## src/include/pwr_ctrl_pkg.sv

```systemverilog
// constants, register map and state type for the power input control block
package pwr_ctrl_pkg;

  // clock and timing
  localparam int CLK_MHZ        = 125;
  localparam int DBNC_SHORT_US  = 31250;
  localparam int DBNC_MID_US    = 125000;
  localparam int DBNC_LONG_US   = 750000;
  localparam int LONG_PRESS_MS  = 4000;
  localparam int HOLD_SHORT_US  = 1000;
  localparam int HOLD_MID_US    = 2000;
  localparam int HOLD_LONG_US   = 4000;

  localparam int DBNC_SHORT_CYC = DBNC_SHORT_US * CLK_MHZ;
  localparam int DBNC_MID_CYC   = DBNC_MID_US * CLK_MHZ;
  localparam int DBNC_LONG_CYC  = DBNC_LONG_US * CLK_MHZ;
  localparam int LONG_PRESS_CYC = LONG_PRESS_MS * 1000 * CLK_MHZ;
  localparam int HOLD_SHORT_CYC = HOLD_SHORT_US * CLK_MHZ;
  localparam int HOLD_MID_CYC   = HOLD_MID_US * CLK_MHZ;
  localparam int HOLD_LONG_CYC  = HOLD_LONG_US * CLK_MHZ;

  // counter width, wide enough for the long press count
  localparam int CNT_W          = 30;

  // register map
  localparam int ADDR_W         = 12;
  localparam logic [11:0] CTRL_OFS   = 12'h000;
  localparam logic [11:0] STATUS_OFS = 12'h004;
  localparam logic [11:0] INT_OFS    = 12'h008;

  // control fields
  localparam int CTRL_LPOE_BIT  = 0;
  localparam int CTRL_DBNC_LSB  = 1;
  localparam int CTRL_INV_BIT   = 3;
  localparam int CTRL_HOLD_LSB  = 4;
  localparam int CTRL_W         = 6;
  localparam logic [5:0] CTRL_RST = 6'h00;

  // status fields
  localparam int STAT_STATE_LSB = 0;
  localparam int STAT_SYNC_BIT  = 2;
  localparam int STAT_DEB_BIT   = 3;
  localparam int STAT_REQ_BIT   = 4;
  localparam int STAT_SENSE_BIT = 5;

  // interrupt field
  localparam int INT_PON_BIT    = 0;

  typedef enum logic [1:0] {
    ST_OFF,
    ST_RUN,
    ST_STANDBY,
    ST_SLEEP
  } pwr_state_e;

endpackage

```

## src/logic/pmic_power_control_inputs.sv

```systemverilog
// power-on and standby input qualification with apb control registers
`timescale 1ns/1ns
`default_nettype none
module pmic_power_control_inputs #(
  parameter int unsigned DBNC_SHORT = pwr_ctrl_pkg::DBNC_SHORT_CYC,
  parameter int unsigned DBNC_MID   = pwr_ctrl_pkg::DBNC_MID_CYC,
  parameter int unsigned DBNC_LONG  = pwr_ctrl_pkg::DBNC_LONG_CYC,
  parameter int unsigned LONG_PRESS = pwr_ctrl_pkg::LONG_PRESS_CYC,
  parameter int unsigned HOLD_SHORT = pwr_ctrl_pkg::HOLD_SHORT_CYC,
  parameter int unsigned HOLD_MID   = pwr_ctrl_pkg::HOLD_MID_CYC,
  parameter int unsigned HOLD_LONG  = pwr_ctrl_pkg::HOLD_LONG_CYC
) (
  input  wire logic        mclk,
  input  wire logic        rst,
  input  wire logic [11:0] paddr,
  input  wire logic        psel,
  input  wire logic        penable,
  input  wire logic        pwrite,
  input  wire logic [31:0] pwdata,
  input  wire logic [3:0]  pstrb,
  output logic [31:0]      prdata,
  output logic             pready,
  output logic             pslverr,
  input  wire logic        powerOnPin,
  input  wire logic        standbyPin,
  input  wire logic        powerInputSenseSelect,
  input  wire logic        sleepOnTurnOff,
  output logic [1:0]       powerState,
  output logic             standbyActive,
  output logic             powerOnIrq
);

  localparam int CW = pwr_ctrl_pkg::CNT_W;

  // register file state
  logic [5:0]  ctrl_r;
  logic [5:0]  ctrl_nxt;
  logic [31:0] prdata_r;
  logic [31:0] prdata_nxt;
  logic        senseEdge_r;
  logic        senseEdge_nxt;

  // power state
  pwr_ctrl_pkg::pwr_state_e state_r;
  pwr_ctrl_pkg::pwr_state_e state_nxt;
  pwr_ctrl_pkg::pwr_state_e offTarget;
  logic        irq_r;
  logic        irq_nxt;
  logic [CW-1:0] longCnt_r;
  logic [CW-1:0] longCnt_nxt;
  logic        longDone_r;
  logic        longDone_nxt;
  logic        longFire;
  logic        levelOk_r;
  logic        levelOk_nxt;
  logic [1:0]  settle_r;
  logic [1:0]  settle_nxt;

  // standby path
  logic        stbyMeta_r;
  logic        stbySync_r;
  logic        stbyApplied_r;
  logic        stbyApplied_nxt;
  logic [CW-1:0] holdCnt_r;
  logic [CW-1:0] holdCnt_nxt;
  logic [CW-1:0] holdCycles;
  logic        stbyReq;

  // qualifier outputs and fall window
  logic        onSync;
  logic        onLevel;
  logic        onRose;
  logic        onFell;
  logic [CW-1:0] fallCycles;

  // bus and state decode
  logic        access;
  logic        wrStrobe;
  logic        isOff;
  logic        isAsleep;
  logic        isAwake;

  function automatic logic addrHit(input logic [11:0] a);
    addrHit = (a == pwr_ctrl_pkg::CTRL_OFS) ||
              (a == pwr_ctrl_pkg::STATUS_OFS) ||
              (a == pwr_ctrl_pkg::INT_OFS);
  endfunction

  function automatic logic [CW-1:0] dbncCycles(input logic [1:0] sel);
    unique case (sel)
      2'h2:    dbncCycles = CW'(DBNC_MID);
      2'h3:    dbncCycles = CW'(DBNC_LONG);
      default: dbncCycles = CW'(DBNC_SHORT);
    endcase
  endfunction

  function automatic logic [CW-1:0] holdOff(input logic [1:0] sel);
    unique case (sel)
      2'h1:    holdOff = CW'(HOLD_SHORT);
      2'h2:    holdOff = CW'(HOLD_MID);
      2'h3:    holdOff = CW'(HOLD_LONG);
      default: holdOff = '0;
    endcase
  endfunction

  // fall time follows the select, rise time never does
  assign fallCycles = dbncCycles(
    ctrl_r[pwr_ctrl_pkg::CTRL_DBNC_LSB +: 2]);

  pwr_input_qualifier #(
    .CW (CW)
  ) u_qual (
    .mclk       (mclk),
    .rst        (rst),
    .pinAsync   (powerOnPin),
    .fallCycles (fallCycles),
    .riseCycles (CW'(DBNC_SHORT)),
    .syncLevel  (onSync),
    .level      (onLevel),
    .rosePulse  (onRose),
    .fellPulse  (onFell)
  );

  // ---------------- apb slave ----------------
  assign access   = psel & penable;
  assign wrStrobe = access & pwrite;
  assign pready   = 1'b1;
  assign pslverr  = access & ~addrHit(paddr);

  always_comb begin
    ctrl_nxt      = ctrl_r;
    prdata_nxt    = prdata_r;
    senseEdge_nxt = senseEdge_r;
    // the strap is sampled only while reset is held
    if (rst) begin
      senseEdge_nxt = powerInputSenseSelect;
    end
    if (wrStrobe && pstrb[0] && paddr == pwr_ctrl_pkg::CTRL_OFS) begin
      ctrl_nxt = pwdata[5:0];
    end
    // read data is latched in the setup cycle, so no wait state
    if (psel && !penable && !pwrite) begin
      prdata_nxt = 32'h0000_0000;
      unique case (paddr)
        pwr_ctrl_pkg::CTRL_OFS: begin
          prdata_nxt[5:0] = ctrl_r;
        end
        pwr_ctrl_pkg::STATUS_OFS: begin
          prdata_nxt[pwr_ctrl_pkg::STAT_STATE_LSB +: 2] = state_r;
          prdata_nxt[pwr_ctrl_pkg::STAT_SYNC_BIT]  = onSync;
          prdata_nxt[pwr_ctrl_pkg::STAT_DEB_BIT]   = onLevel;
          prdata_nxt[pwr_ctrl_pkg::STAT_REQ_BIT]   = stbyReq;
          prdata_nxt[pwr_ctrl_pkg::STAT_SENSE_BIT] = senseEdge_r;
        end
        pwr_ctrl_pkg::INT_OFS: begin
          prdata_nxt[pwr_ctrl_pkg::INT_PON_BIT] = irq_r;
        end
        default: begin
          prdata_nxt = 32'h0000_0000;
        end
      endcase
    end
  end

  always_ff @(posedge mclk) begin
    if (rst) begin
      ctrl_r   <= pwr_ctrl_pkg::CTRL_RST;
      prdata_r <= 32'h0000_0000;
    end else begin
      ctrl_r   <= ctrl_nxt;
      prdata_r <= prdata_nxt;
    end
    senseEdge_r <= senseEdge_nxt;
  end

  assign prdata = prdata_r;

  // ---------------- standby request ----------------
  always_ff @(posedge mclk) begin
    if (rst) begin
      stbyMeta_r <= 1'b0;
      stbySync_r <= 1'b0;
    end else begin
      stbyMeta_r <= standbyPin;
      stbySync_r <= stbyMeta_r;
    end
  end

  assign stbyReq = stbySync_r ^
    ctrl_r[pwr_ctrl_pkg::CTRL_INV_BIT];
  assign holdCycles = holdOff(ctrl_r[pwr_ctrl_pkg::CTRL_HOLD_LSB +: 2]);

  // hold-off applies to entry and exit alike; a request that flips back
  // before the count runs out is dropped without effect
  always_comb begin
    stbyApplied_nxt = stbyApplied_r;
    holdCnt_nxt     = '0;
    if (stbyReq != stbyApplied_r) begin
      if (holdCnt_r >= holdCycles) begin
        stbyApplied_nxt = stbyReq;
      end else begin
        holdCnt_nxt = holdCnt_r + CW'(1);
      end
    end
  end

  always_ff @(posedge mclk) begin
    if (rst) begin
      stbyApplied_r <= 1'b0;
      holdCnt_r     <= '0;
    end else begin
      stbyApplied_r <= stbyApplied_nxt;
      holdCnt_r     <= holdCnt_nxt;
    end
  end

  // ---------------- power state ----------------
  assign isOff    = state_r == pwr_ctrl_pkg::ST_OFF;
  assign isAsleep = isOff || state_r == pwr_ctrl_pkg::ST_SLEEP;
  assign isAwake  = state_r == pwr_ctrl_pkg::ST_RUN ||
                    state_r == pwr_ctrl_pkg::ST_STANDBY;
  assign offTarget = sleepOnTurnOff ? pwr_ctrl_pkg::ST_SLEEP :
                                      pwr_ctrl_pkg::ST_OFF;

  always_comb begin
    longCnt_nxt  = '0;
    longDone_nxt = 1'b0;
    longFire     = 1'b0;
    // low time is timed on the synchronised pin, fires once per press
    if (!onSync) begin
      longDone_nxt = longDone_r;
      longCnt_nxt  = longCnt_r;
      if (!longDone_r) begin
        if (longCnt_r >= CW'(LONG_PRESS) - CW'(1)) begin
          longDone_nxt = 1'b1;
          longFire     = 1'b1;
        end else begin
          longCnt_nxt = longCnt_r + CW'(1);
        end
      end
    end
  end

  // level resets high; a pin held low at reset must not blip on
  always_comb begin
    settle_nxt  = settle_r;
    levelOk_nxt = levelOk_r;
    if (settle_r != 2'h3) begin
      settle_nxt = settle_r + 2'h1;
    end else if (onSync == onLevel) begin
      levelOk_nxt = 1'b1;
    end
  end

  always_ff @(posedge mclk) begin
    if (rst) begin
      settle_r  <= 2'h0;
      levelOk_r <= 1'b0;
    end else begin
      settle_r  <= settle_nxt;
      levelOk_r <= levelOk_nxt;
    end
  end

  always_comb begin
    state_nxt = state_r;
    if (!senseEdge_r) begin
      if (onLevel && isAsleep && levelOk_r) begin
        state_nxt = pwr_ctrl_pkg::ST_RUN;
      end else if (!onLevel && isAwake) begin
        state_nxt = offTarget;
      end else if (state_r == pwr_ctrl_pkg::ST_RUN && stbyApplied_r) begin
        state_nxt = pwr_ctrl_pkg::ST_STANDBY;
      end else if (state_r == pwr_ctrl_pkg::ST_STANDBY &&
                   !stbyApplied_r) begin
        state_nxt = pwr_ctrl_pkg::ST_RUN;
      end
    end else begin
      if (onFell && isAsleep) begin
        state_nxt = pwr_ctrl_pkg::ST_RUN;
      end else if (longFire && isAwake &&
                   ctrl_r[pwr_ctrl_pkg::CTRL_LPOE_BIT]) begin
        state_nxt = offTarget;
      end else if (state_r == pwr_ctrl_pkg::ST_RUN && stbyApplied_r) begin
        state_nxt = pwr_ctrl_pkg::ST_STANDBY;
      end else if (state_r == pwr_ctrl_pkg::ST_STANDBY &&
                   !stbyApplied_r) begin
        state_nxt = pwr_ctrl_pkg::ST_RUN;
      end
    end
  end

  // set beats clear, so an edge in the clearing cycle is kept
  always_comb begin
    irq_nxt = irq_r;
    if (isOff) begin
      irq_nxt = 1'b0;
    end
    if (wrStrobe && pstrb[0] && paddr == pwr_ctrl_pkg::INT_OFS &&
        pwdata[pwr_ctrl_pkg::INT_PON_BIT]) begin
      irq_nxt = 1'b0;
    end
    if (senseEdge_r && (onFell || onRose)) begin
      irq_nxt = 1'b1;
    end
  end

  always_ff @(posedge mclk) begin
    if (rst) begin
      state_r    <= pwr_ctrl_pkg::ST_OFF;
      irq_r      <= 1'b0;
      longCnt_r  <= '0;
      longDone_r <= 1'b0;
    end else begin
      state_r    <= state_nxt;
      irq_r      <= irq_nxt;
      longCnt_r  <= longCnt_nxt;
      longDone_r <= longDone_nxt;
    end
  end

  assign powerState    = state_r;
  assign standbyActive = state_r == pwr_ctrl_pkg::ST_STANDBY;
  assign powerOnIrq    = irq_r;

endmodule
`default_nettype wire

```

## src/logic/pwr_input_qualifier.sv

```systemverilog
// synchroniser and edge debouncer for the power-on pin
`timescale 1ns/1ns
`default_nettype none
module pwr_input_qualifier #(
  parameter int CW = 30
) (
  input  wire logic          mclk,
  input  wire logic          rst,
  input  wire logic          pinAsync,
  input  wire logic [CW-1:0] fallCycles,
  input  wire logic [CW-1:0] riseCycles,
  output logic               syncLevel,
  output logic               level,
  output logic               rosePulse,
  output logic               fellPulse
);

  logic          meta_r;
  logic          sync_r;
  logic          deb_r;
  logic          deb_nxt;
  logic          rose_r;
  logic          rose_nxt;
  logic          fell_r;
  logic          fell_nxt;
  logic [CW-1:0] cnt_r;
  logic [CW-1:0] cnt_nxt;
  logic [CW-1:0] limit;

  // pin idles high: a released button must not look like a press
  always_ff @(posedge mclk) begin
    if (rst) begin
      meta_r <= 1'b1;
      sync_r <= 1'b1;
    end else begin
      meta_r <= pinAsync;
      sync_r <= meta_r;
    end
  end

  always_comb begin
    deb_nxt  = deb_r;
    rose_nxt = 1'b0;
    fell_nxt = 1'b0;
    cnt_nxt  = '0;
    limit    = sync_r ? riseCycles : fallCycles;
    if (sync_r != deb_r) begin
      // a glitch shorter than the window restarts the count
      if (cnt_r >= limit - CW'(1)) begin
        deb_nxt  = sync_r;
        rose_nxt = sync_r;
        fell_nxt = ~sync_r;
      end else begin
        cnt_nxt = cnt_r + CW'(1);
      end
    end
  end

  always_ff @(posedge mclk) begin
    if (rst) begin
      deb_r  <= 1'b1;
      rose_r <= 1'b0;
      fell_r <= 1'b0;
      cnt_r  <= '0;
    end else begin
      deb_r  <= deb_nxt;
      rose_r <= rose_nxt;
      fell_r <= fell_nxt;
      cnt_r  <= cnt_nxt;
    end
  end

  assign syncLevel = sync_r;
  assign level     = deb_r;
  assign rosePulse = rose_r;
  assign fellPulse = fell_r;

endmodule
`default_nettype wire

```

## config.mk

```make
export PLATFORM = sky130hd
export DESIGN_NAME = pmic_power_control_inputs
export DESIGN_NICKNAME = d
export VERILOG_FILES = /design/src/include/pwr_ctrl_pkg.sv /design/src/logic/pmic_power_control_inputs.sv /design/src/logic/pwr_input_qualifier.sv
export SDC_FILE = /design/constraint.sdc
export NUM_CORES = 1
export LEC_CHECK = 0
export BUFFER_PORTS_ARGS = -buffer_cell sky130_fd_sc_hd__buf_2
export CORE_MARGIN = 3
export CORE_UTILIZATION = 55
export CTS_CLUSTER_DIAMETER = 30
export DETAILED_ROUTE_END_ITERATION = 10
export GPL_ROUTABILITY_DRIVEN = 0
export PLACE_DENSITY = 0.89
export SLEW_MARGIN = 20
export SYNTH_ARGS = -nofsm -noshare
export SYNTH_HDL_FRONTEND = slang
export SYNTH_SLANG_ARGS = --single-unit
```

## constraint.sdc

```tcl
create_clock -name mclk -period 3.5 [get_ports mclk]
set_clock_uncertainty 0.05 [all_clocks]
set_input_delay 0.7 -clock mclk [delete_from_list [all_inputs] [get_ports mclk]]
set_output_delay 0.7 -clock mclk [all_outputs]
set_load 0.02 [all_outputs]
```

[Word level (Yosys, flattened, before mapping)]
Index checks and enable logic that the tools add are counted.
Word-level totals
  flip-flop bits (word level): 118
  bits of input ports: 57
  output and inout bits: 38
  logic and storage cells: 108
Cells by class
  add/subtract/negate cells: 5
  magnitude comparators: 3
  eq/ne operators: 14
  multiplexer cells: 20
  bitwise operators: 12
  reductions and logical operators: 35
Operator list (count)
  $add A30 B1 Y30 const B: 3
  $ge A30 B30 Y1: 2
  $pmux W19 S3: 1
  $pmux W27 S2: 1
  $ge A30 B29 Y1 const B: 1
  $sub A30 B1 Y30 const B: 1
  $mux W27: 1
  $mux W2: 8
  $logic_and A1 B1 Y1: 15
  $eq A12 B3 Y1 const B: 1
  $eq A12 B4 Y1 const B: 1
  $eq A2 B2 Y1 const B: 6
  $logic_not A12 Y1: 1
  $pmux W5 S2: 1
  $reduce_or A3 Y1: 3
  $not A1 Y1: 8
  $reduce_and A2 Y1: 4
  $mux W1: 7
  $logic_or A1 B1 Y1: 5
  $eq A2 B1 Y1 const B: 2
  $logic_not A1 Y1: 4
  $and A1 B1 Y1: 3
  $pmux W1 S3: 1
  $reduce_bool A3 Y1: 1
  7 further kinds: 8

[Longest topological paths before layout]
Gate-level depths: netlist (run 1).
  depth after elaboration: 9
  depth in mapped cells: 14
  depth with buffers taken out: 12

[By module]
A second synthesis (run 1) with hierarchy kept.
Unflattened totals
  cells, all modules: 902
  area, all modules: 7682.4 µm²
By module, submodules not included
  pmic_power_control_inputs: times used 1, cells each 531, area an instance 4569.4 µm², sequential area each 1671.6 µm²
  pwr_input_qualifier: times used 1, cells each 371, area an instance 3113.0 µm², sequential area each 700.7 µm²

[Least setup slack after synthesis (run 1)]
No wires, ideal clock.
  path type: register -> register
  start: reg u_qual.sync_r, in the netlist u_qual.syncLevel
  end: reg u_qual.cnt_r[18]
  library setup time: 0.128 ns
  arrival: 2.891 ns
  data required time: 3.322 ns
  slack: 0.432 ns
  stages on the path, launching flop included: 14
  path buffers: 2
  period minus slack after synthesis: 3.068 ns
  path through: dfxtp_1 -> clkbuf_1 -> nor2b_1 -> nand2_1 -> inv_1 -> ha_1 -> ha_1 -> nand4_1 -> o21ai_0 -> nand2_1 -> and4_1 -> o211ai_1 -> clkbuf_1 -> nor2_1
On the way
  cells in the longest elaborated chain, start to end: 4
  elaborated cells on any way between the ends: 6
  those cells by class: add/sub: 1; order compare: 1; eq/ne: 1; mux: 1; bitwise: 1; reduce/logical: 1
RTL lines
  start, declared: RTL line pwr_input_qualifier.sv:19  | logic sync_r;
  start signal, assigned: RTL line pwr_input_qualifier.sv:37  | sync_r <= meta_r;
  $mux W27: RTL line pwr_input_qualifier.sv:46  | limit = sync_r ? riseCycles : fallCycles;
  $sub A30 B1 Y30: RTL line pwr_input_qualifier.sv:49  | if (cnt_r >= limit - CW'(1)) begin
  $ge A30 B30 Y1: RTL line pwr_input_qualifier.sv:49
  $reduce_or A3 Y1 (no line) *
  end signal, assigned: RTL line pwr_input_qualifier.sv:69  | cnt_r <= cnt_nxt;
  end, declared: RTL line pwr_input_qualifier.sv:26  | logic [CW-1:0] cnt_r;
Mark *: on every way between the ends. The rest lies on a longest branch, timed or not.
A chain may end at the register's enable or synchronous reset.

[Worst setup path after layout (run 1)]
  start: reg u_qual.sync_r, in the netlist u_qual.syncLevel
  end: reg u_qual.cnt_r[20]
The elaborated chain is that of the path after synthesis.

==> summary.txt, run 1 <==
Area share of the leading cell type in the synthesized netlist - 37.7%
Hold Slack - 366 ps
Final WL - 13.1 mm
Slew Viols, Final - 0
Syn Std Cell Area - 0.00622 mm²
Synth top area cells - dfxtp_1, ha_1, nor2_1
CP Data Arrival Time - 3210 ps
# hold bufs at CTS - 0
Post-synth ARST share - 0%
Clock root buffer - clkbuf_16
Die width - 112 µm
Fin. Hold Viols - 0
Main synth FF type - dfxtp_1
Post-place instance area - 0.00648 mm²
RR Startpoint - u_qual.syncLevel$_SDFF_PP1_
Initial Util - 56.9%
Core ar. - 0.0109 mm²
Outcome - completed
Worst setup path start - u_qual.syncLevel$_SDFF_PP1_
Post-synth EDFFs - 1
TNS Setup - 0 ps
Max FO, Critical Path - 18
GRT overflow - 0
Worst slew pin tran - 764 ps
Int Pwr - 2.60 mW
Fin nets - 882
First-pass GRT wire length - 22.0 mm
Synthesized instance count - 722
Rows - 38
Vias post-DR - 5184
Critical path startpoint category - register
Clock insertion delay at the later pin of the skew report - 410 ps
Syn avg cell area - 8.61 µm²
Fill cells - 831
Crit path to - u_qual.cnt_r[20]$_SDFF_PP0_
Distinct cells, synth - 68
Drt drc - 0
Critical Path RT - 3740 ps
Synth Warn # - 0
CTS tree - done
Worst Hold Launch - u_qual.meta_r$_SDFF_PP1_
Die area - 0.0126 mm²
Switching Fraction - 20.7%
Peak VDD IR - 0.000402 V
Cell accounting for the most synthesized area - dfxtp_1
Antenna diodes - 0
Worst Path Class, Setup - reg2reg
1st-pass router iterations - 5
Layout cells sized above 1 - 11.4%
Clk sinks - 118
Top post-synthesis cells by count - dfxtp_1, nor2_1, nand2_1
R2r worst-path depth - 14
Initial antenna violation count - 0
Die extent in y - 112 µm
Final ANT Viol Nets - 0
Post-CTS resize count - 0
Clock network power share - 53.8%
Fmax - 337 MHz
Largest net degree at the start of global routing - 32
Number of port buffers - 38
Hold WC Path Type - reg2reg
Crit end category - register
P per Cell Area - 463 mW/mm²
Worst R2R End - u_qual.cnt_r[20]$_SDFF_PP0_
Via count of the first global-routing pass - 4810
Yosys reg bits - 118
Io pins - 95
Avg WL per Cell - 14.1 µm
Setup violations, final - 0
Relative slew slack - 48.9%
Seq pwr share - 42.1%
Finished Cell Area - 0.00709 mm²
CTS Buffer Depth - 2
Post-CTS Setup Repair Bufs - 0
H-tree depth - 4
TritonCTS Buffers - 17
Count leader, synth - dfxtp_1
Leak - 2.88 nW
Reg2reg setup slack - 530 ps
Total GRT Usage - 21.1%
Post-DP HPWL - 9.01 mm
P_sw - 0.680 mW
Comb power frac - 4.1%
Maxcap violations - 0
DR vias/cell - 5.59
Synth-to-layout area growth - 14.0%
Initial DRC count - 390
Sequential area share after synthesis - 38.1%
Reg clk slew, reported paths - 50 ps
Crit share post-route - 84.7%
RSZ-0062 raised after global routing - false
Minimum clock period - 2970 ps
layout make-up:
cell class | instances | area (µm²) | share of cell area [%]
Inverter | 27 | 101 | 1.43
Timing Repair Buffer | 42 | 220 | 3.11
Tap cell | 140 | 175 | 2.47
Clock inverter | 9 | 123 | 1.73
Clock buffer | 23 | 488 | 6.89
Sequential cell | 118 | 2370 | 33.5
Multi-Input combinational cell | 569 | 3610 | 50.9
per-layer routing:
metal | track usage, % | up-vias | share of wire, %
met5 | 0 | - | 0
met4 | 8.33 | 0 | 2.3
met3 | 5.82 | 29 | 5.5
met2 | 34.2 | 141 | 47
met1 | 26.8 | 2423 | 45
li1 | - | 2591 | -
power groups by stage:
stage | clock, mW | combinational, mW | sequential, mW
final | 1.76 | 0.134 | 1.38
after floorplan | 0 | 0.116 | 1.41
after global placement | 0 | 0.127 | 1.41
after detailed placement | 0 | 0.130 | 1.41
after global routing | 1.85 | 0.150 | 1.38
after CTS | 1.79 | 0.133 | 1.38
worst max-delay path, cell delays in order, from the launching register on:
cell      delay, ps
dfxtp_1         480
nor2b_1         100
buf_4           180
nand2_1         140
inv_1           140
ha_1            230
xor2_1          160
ha_1            300
nand4_1          70
o21ai_0         170
nand2_1          70
and4_1          160
o211ai_1        230
buf_4           280
nor2_1           80
stage by stage:
stage	instances	total power [mW]	setup WS (ps)	utilization [%]
6_report	928	3.28	534	64.8
5_1_grt	928	3.38	232	64.8
4_1_cts	928	3.30	514	64.8
3_5_place_dp	896	1.54	579	59.2
3_3_place_gp	896	1.54	660	59.2
2_1_floorplan	760	1.52	432	-
how the worst min path moves through the flow:
stage,to,slack [ps],cells past startpoint
after CTS,u_qual.syncLevel$_SDFF_PP1_,370,1
after global routing,u_qual.syncLevel$_SDFF_PP1_,380,1
after global placement,u_qual.syncLevel$_SDFF_PP1_,340,1
after floorplan,u_qual.syncLevel$_SDFF_PP1_,340,1
final,u_qual.syncLevel$_SDFF_PP1_,370,1
after detailed placement,u_qual.syncLevel$_SDFF_PP1_,350,1
sequential cells by signal (all words and copies together) (netlist names):
signal and cells:
holdCnt_r 30, longCnt_r 30, u_qual.cnt_r 30, ctrl_r 6
prdata 6, powerState 2, settle_r 2, levelOk_r 1
longDone_r 1, powerOnIrq 1, senseEdge_r 1, stbyApplied_r 1
stbyMeta_r 1, stbySync_r 1, u_qual.fellPulse 1, u_qual.level 1
u_qual.meta_r 1, u_qual.rosePulse 1, u_qual.syncLevel 1
placed cells by master, fill, tap and decap left out, types with 3 or more instances in the layout:
master	netlist	layout
nor3_1	10	10
nand3_1	36	36
clkinv_2	0	5
mux2_2	3	3
nor2b_1	4	4
a31o_2	3	3
and4_1	8	8
conb_1	2	40
nor4_1	8	8
nor2_1	108	108
ha_1	50	50
inv_1	27	27
a21o_1	5	5
clkbuf_8	0	4
clkbuf_16	0	17
or4_1	5	5
xor2_1	28	28
nand2_1	51	51
buf_2	4	38
mux2i_1	11	11
nand4_1	21	21
a31oi_1	4	4
nand4b_1	3	3
buf_4	27	4
a22oi_1	5	5
dfxtp_1	117	117
and3_1	8	8
nand2b_1	6	6
a21oi_1	38	38
o21a_1	4	4
o211ai_1	6	6
or2_2	3	3
xnor2_1	27	27
bufinv_16	0	3
or3_1	10	10
o21ai_0	25	25
a211oi_1	3	3
cells by family after synthesis:
family	count (synthesis)	synth area share, %
AND/OR/NAND/NOR	297	23.9
flip-flops	118	38.1
AO/OA/AOI/OAI	113	11.5
buffers and inverters	73	6.14
XOR/XNOR	55	7.75
adder cells (fa/ha/maj)	50	10.1
multiplexers	14	2.31
other	2	0.121
No activity file was read; power rests on OpenSTA's default activity.
==> run 2: changes to the inputs <==
==> constraint.sdc (replaced) <==
create_clock -name mclk -period 3 [get_ports mclk]
set_clock_uncertainty 0.05 [all_clocks]
set_input_delay 0.6 -clock mclk [delete_from_list [all_inputs] [get_ports mclk]]
set_output_delay 0.6 -clock mclk [all_outputs]
set_load 0.02 [all_outputs]
==> run 2 against run 1 <==
Non-clock buffer count up 4; die area unchanged; wire length down 4.2%; critical path type unchanged; clock-buffer cell count down 4; critical path depth down 2; final area up 0.64%; power up 18%; setup slack worse by 180 ps; core utilization up 0.41 points; sequential power up 17%; first-iteration DRC count down 15%; critical endpoint is now u_qual.cnt_r[26]$_SDFF_PP0_; fmax up 12%.
==> summary.txt, run 2 (synthesized netlist as in run 1, its figures left out) <==
Via count of the first global-routing pass - 4822 (was 4810)
Worst Hold Launch - powerInputSenseSelect (was u_qual.meta_r$_SDFF_PP1_)
Crit end category - register (unchanged)
Die area - 0.0126 mm² (unchanged)
Finished Cell Area - 0.00713 mm² (was 0.00709 mm²)
Worst setup path start - ctrl_r[2]$_SDFFE_PP0P_ (was u_qual.syncLevel$_SDFF_PP1_)
P_sw - 0.830 mW (was 0.680 mW)
DP Worst Slack - 365 ps (was 579 ps)
Power Total - 3.88 mW (was 3.28 mW)
Largest net degree at the start of global routing - 31 (was 32)
Comb power frac - 4.0% (was 4.1%)
CTS Buffer Depth - 2 (unchanged)
Post-DP HPWL - 8.80 mm (was 9.01 mm)
Antenna diodes - 0 (unchanged)
Leak - 2.88 nW (about the same)
Largest registers - holdCnt_r: 30 flops, longCnt_r: 30 flops, u_qual.cnt_r: 30 flops (unchanged)
Worst slew pin tran - 727 ps (was 764 ps)
First-pass GRT wire length - 21.6 mm (was 22.0 mm)
Clk sinks - 118 (unchanged)
Io pins - 95 (unchanged)
Avg WL per Cell - 13.5 µm (was 14.1 µm)
RR Startpoint - ctrl_r[2]$_SDFFE_PP0P_ (was u_qual.syncLevel$_SDFF_PP1_)
Relative slew slack - 51.4% (was 48.9%)
Fmax - 378 MHz (was 337 MHz)
Post-layout util - 65.2% (was 64.8%)
Clock network power share - 54.5% (was 53.8%)
Crit share post-route - 88.3% (was 84.7%)
Maxcap violations - 0 (unchanged)
Setup violations, final - 0 (unchanged)
Commonest non-fill, non-tap cell in the layout - dfxtp_1 (unchanged)
H-tree depth - 4 (unchanged)
Clock insertion delay at the later pin of the skew report - 410 ps (about the same)
Clock root buffer - clkbuf_16 (unchanged)
Switching Fraction - 21.4% (was 20.7%)
Initial Util - 56.9% (unchanged)
# hold bufs at CTS - 0 (unchanged)
Outcome - completed (unchanged)
Slew Viols, Final - 0 (unchanged)
Synth-to-layout area growth - 14.7% (was 14.0%)
Initial antenna violation count - 0 (unchanged)
Die extent in y - 112 µm (unchanged)
Die width - 112 µm (unchanged)
RSZ-0062 raised after global routing - false (unchanged)
Post-CTS resize count - 0 (unchanged)
Commonest cells after routing, fill and taps aside - dfxtp_1, nor2_1, nand2_1 (unchanged)
Peak VDD IR - 0.000495 V (was 0.000402 V)
1st-pass router iterations - 5 (unchanged)
CTS tree - done (unchanged)
Critical path startpoint category - register (unchanged)
Drt drc - 0 (unchanged)
Worst path slowest cell - dfxtp_1 (unchanged)
Int Pwr - 3.05 mW (was 2.60 mW)
CP Data Arrival Time - 2940 ps (was 3210 ps)
Max stage delay on crit path - 350 ps (was 480 ps)
Rows - 38 (unchanged)
Hold WC Path Type - in2reg (was reg2reg)
Final ANT Viol Nets - 0 (unchanged)
Post-place instance area - 0.00651 mm² (was 0.00648 mm²)
Worst path cell trace - nor2b_2 -> nand2_1 -> inv_1 -> ha_1 -> ha_1 -> a21oi_1 -> nor2_1 -> a221oi_1 -> and4_1 -> o211ai_1 -> buf_4 -> nor2_1 (was nor2b_1 -> buf_4 -> nand2_1 -> inv_1 -> ha_1 -> xor2_1 -> ha_1 -> nand4_1 -> o21ai_0 -> nand2_1 -> and4_1 -> o211ai_1 -> buf_4 -> nor2_1)
Seq pwr share - 41.5% (was 42.1%)
Reg clk slew, reported paths - 60 ps (was 50 ps)
P per Cell Area - 545 mW/mm² (was 463 mW/mm²)
Final WL - 12.6 mm (was 13.1 mm)
Worst Path Class, Setup - reg2reg (unchanged)
GRT overflow - 0 (unchanged)
Number of port buffers - 38 (unchanged)
Initial DRC count - 332 (was 390)
Vias post-DR - 5141 (was 5184)
Fin nets - 886 (was 882)
Layout cells sized above 1 - 12.1% (was 11.4%)
Fin. Hold Viols - 0 (unchanged)
Max FO, Critical Path - 18 (unchanged)
Post-CTS Setup Repair Bufs - 0 (unchanged)
Post-route setup slack - 351 ps (was 534 ps)
Critical Path RT - 3300 ps (was 3740 ps)
DR vias/cell - 5.52 (was 5.59)
Total GRT Usage - 20.8% (was 21.1%)
TNS Setup - 0 ps (unchanged)
Core ar. - 0.0109 mm² (unchanged)
TritonCTS Buffers - 17 (unchanged)
Minimum clock period - 2650 ps (was 2970 ps)
## run 2: cell types whose count changed in the layout (fill, tap and decap cells not counted), sizes merged
cell | previous run | this run
clkbuf | 23 | 19
bufinv | 3 | 4
clkinv | 5 | 3
buf | 42 | 46
clkinvlp | 1 | 6
## run 2: path summary, 6_finish.rpt
check                                      to  slack, ps  depth (start not counted)
hold reg to reg   u_qual.syncLevel$_SDFF_PP1_        360                          1
setup / recovery  u_qual.cnt_r[26]$_SDFF_PP0_        350                         12
setup reg to reg  u_qual.cnt_r[26]$_SDFF_PP0_        350                         12
hold / removal          senseEdge_r$_DFFE_PP_        340                          1
## run 2: cell type report
cell class              count  area, µm²
flip-flops and latches    118       2370
multi-input cells         569       3610
well taps                 140        175
clock inverters            13        180
fillers                   852       3800
inverters                  27        101
repair buffers             46        250
clock buffers              19        443
## run 2: critical path: cells and delay by family, from the launching register on
kind                       cells  cell delay, ps
and+or+nand+nor                5             790
adders and majority gates      2             540
AOI/OAI and AO/OA              3             470
buffers and inverters          2             380
DFF                            1             350
## run 2: layer usage
layer / global-route usage, % / routed length (µm)
met4: 7.69 / 138
met2: 33.1 / 5810
met3: 6.31 / 778
met1: 26.7 / 5850
met5: 0 / 0
## run 2: per-stage QoR
step / hold WS [ps] / std cells
2_1_floorplan: 339 / 760
3_3_place_gp: 343 / 900
3_5_place_dp: 346 / 900
4_1_cts: 327 / 932
5_1_grt: 316 / 932
6_report: 341 / 932
## run 2: power by group through the flow
stage               Combinational (mW)  Sequential, mW  Clock (mW)
floorplan                        0.136            1.64           0
global placement                 0.152            1.64           0
detailed placement               0.155            1.64           0
CTS                              0.155            1.61        2.15
global route                     0.176            1.61        2.23
finish                           0.157            1.61        2.12
==> run 3: changes to the inputs <==
==> constraint.sdc (replaced) <==
create_clock -name mclk -period 2.78 [get_ports mclk]
set_clock_uncertainty 0.05 [all_clocks]
set_input_delay 0.556 -clock mclk [delete_from_list [all_inputs] [get_ports mclk]]
set_output_delay 0.556 -clock mclk [all_outputs]
set_load 0.02 [all_outputs]
==> run 3 against run 2 <==
Critical path type unchanged; critical endpoint is now holdCnt_r[14]$_SDFF_PP0_; critical path depth is 1 lower; highest routed layer unchanged; wire length up 2.7%; die area unchanged; non-clock buffer count grew 2; via count rose by 1.1%; core utilization grew 0.50 points; worst hold slack got worse by 39 ps.
==> summary.txt, run 3 (synthesized netlist as in run 1, its figures left out) <==
RSZ-0062 raised after global routing - false (unchanged)
Worst Path Class, Setup - reg2reg (unchanged)
Power Total - 4.27 mW (was 3.88 mW)
Clock insertion delay at the later pin of the skew report - 410 ps (about the same)
Vias post-DR - 5198 (was 5141)
Die width - 112 µm (unchanged)
Worst path most repeated cell - ha_1
Synth-to-layout area growth - 15.6% (was 14.7%)
Crit share post-route - 93.6% (was 88.3%)
Hold WC Path Type - in2reg (unchanged)
Layout cells sized above 1 - 12.6% (was 12.1%)
First-pass GRT wire length - 21.9 mm (was 21.6 mm)
CTS tree - done (unchanged)
Final ANT Viol Nets - 0 (unchanged)
Fin cells - 934 (was 932)
Io pins - 95 (unchanged)
DP Worst Slack - 147 ps (was 365 ps)
Leak - 2.91 nW (was 2.88 nW)
# hold bufs at CTS - 0 (unchanged)
Commonest cells after routing, fill and taps aside - dfxtp_1, nor2_1, nand2_1 (unchanged)
GRT overflow - 0 (unchanged)
Max FO, Critical Path - 20 (was 18)
Fin. Hold Viols - 0 (unchanged)
Fin nets - 888 (was 886)
Crit end category - register (unchanged)
Number of port buffers - 38 (unchanged)
Worst path slowest cell - or3_1 (was dfxtp_1)
Initial DRC count - 331 (was 332)
Rows - 38 (unchanged)
Buffers & Inverters on Critical Path - 2 (unchanged)
Critical Path RT - 3070 ps (was 3300 ps)
Initial antenna violation count - 0 (unchanged)
Slew Viols, Final - 0 (unchanged)
Reg clk slew, reported paths - 50 ps (was 60 ps)
Maxcap violations - 0 (unchanged)
Critical path startpoint category - register (unchanged)
Initial Util - 56.9% (unchanged)
Largest registers - holdCnt_r: 30 flops, longCnt_r: 30 flops, u_qual.cnt_r: 30 flops (unchanged)
Via count of the first global-routing pass - 4766 (was 4822)
Total GRT Usage - 21.1% (was 20.8%)
Largest net degree at the start of global routing - 21 (was 31)
Outcome - completed (unchanged)
Post-DP HPWL - 9.04 mm (was 8.80 mm)
Placed Cells - 900 (unchanged)
Antenna diodes - 0 (unchanged)
Peak VDD IR - 0.000472 V (was 0.000495 V)
Setup violations, final - 0 (unchanged)
P per Cell Area - 594 mW/mm² (was 545 mW/mm²)
Largest delay contributor family on the critical path - simple AND/OR/NAND/NOR gates (unchanged)
H-tree depth - 4 (unchanged)
TritonCTS Buffers - 17 (unchanged)
Fmax - 384 MHz (was 378 MHz)
1st-pass router iterations - 5 (unchanged)
Worst slew pin tran - 770 ps (was 727 ps)
Clock root buffer - clkbuf_16 (unchanged)
Avg WL per Cell - 13.8 µm (was 13.5 µm)
Core ar. - 0.0109 mm² (unchanged)
Post-route setup slack - 177 ps (was 351 ps)
Commonest non-fill, non-tap cell in the layout - dfxtp_1 (unchanged)
Minimum clock period - 2600 ps (was 2650 ps)
Die extent in y - 112 µm (unchanged)
Worst path cell trace - inv_1 -> ha_1 -> o21bai_1 -> ha_1 -> a21oi_1 -> o21ai_0 -> a21oi_2 -> nand3_1 -> or3_1 -> buf_12 -> nor2_1 (was nor2b_2 -> nand2_1 -> inv_1 -> ha_1 -> ha_1 -> a21oi_1 -> nor2_1 -> a221oi_1 -> and4_1 -> o211ai_1 -> buf_4 -> nor2_1)
Die area - 0.0126 mm² (unchanged)
Final WL - 12.9 mm (was 12.6 mm)
Relative slew slack - 48.5% (was 51.4%)
Drt drc - 0 (unchanged)
Clk sinks - 118 (unchanged)
Max stage delay on crit path - 430 ps (was 350 ps)
CP Data Arrival Time - 2900 ps (was 2940 ps)
TNS Setup - 0 ps (unchanged)
CTS Buffer Depth - 2 (unchanged)
Fill cells - 849 (was 852)
DR vias/cell - 5.57 (was 5.52)
==> run 3: cell count changes in the layout (fill, tap and decap cells not counted), sizes merged <==
cell,previous run,this run
clkinv,3,4
bufinv,4,5
buf,46,48
clkinvlp,6,5
clkbuf,19,18
==> run 3: per-layer routing <==
| metal | track usage [%] | wire [µm] | up-vias |
|---|---|---|---|
| li1 | - | - | 2599 |
| met1 | 27.0 | 5790 | 2444 |
| met2 | 34.1 | 6250 | 139 |
| met3 | 6.20 | 659 | 16 |
| met4 | 7.69 | 210 | 0 |
| met5 | 0 | 0 | - |
==> run 3: cell type report <==
| type | count | area [µm²] | share of cell area, % |
|---|---|---|---|
| clock buffers | 18 | 429 | 5.97 |
| clock inverters | 14 | 208 | 2.89 |
| inverters | 27 | 101 | 1.41 |
| multi-input cells | 569 | 3620 | 50.3 |
| flip-flops and latches | 118 | 2370 | 33.0 |
| well taps | 140 | 175 | 2.44 |
| repair buffers | 48 | 282 | 3.92 |
==> run 3: what timing repair did <==
| item | in CTS | in global routing |
|---|---|---|
| gates resized for setup | 0 | 4 |
| endpoints found under the setup margin | 0 | 51 |
| setup buffers | 0 | 2 |
==> run 3: stage by stage <==
step                      hold WS (ps)  area (µm²)  util, %
final                              302        7190     65.7
after floorplan                    339        6370        -
after CTS                          289        7160     65.5
after global routing               275        7190     65.7
after detailed placement           351        6530     59.7
after global placement             347        6530     59.7
==> run 3: worst paths after layout <==
| check | from | endpoint | slack [ps] | depth (start not counted) |
|---|---|---|---|---|
| max | ctrl_r[4]$_SDFFE_PP0P_ | holdCnt_r[14]$_SDFF_PP0_ | 180 | 11 |
| min | powerOnPin | u_qual.meta_r$_SDFF_PP1_ | 300 | 2 |
| max reg2reg | ctrl_r[4]$_SDFFE_PP0P_ | holdCnt_r[14]$_SDFF_PP0_ | 180 | 11 |
| min reg2reg | u_qual.meta_r$_SDFF_PP1_ | u_qual.syncLevel$_SDFF_PP1_ | 360 | 1 |
==> run 3: power breakdown <==
part           internal (mW)  switching [mW]
combinational         0.0607           0.112
clock                   1.58           0.778
sequential              1.72          0.0175
total                   3.36           0.907
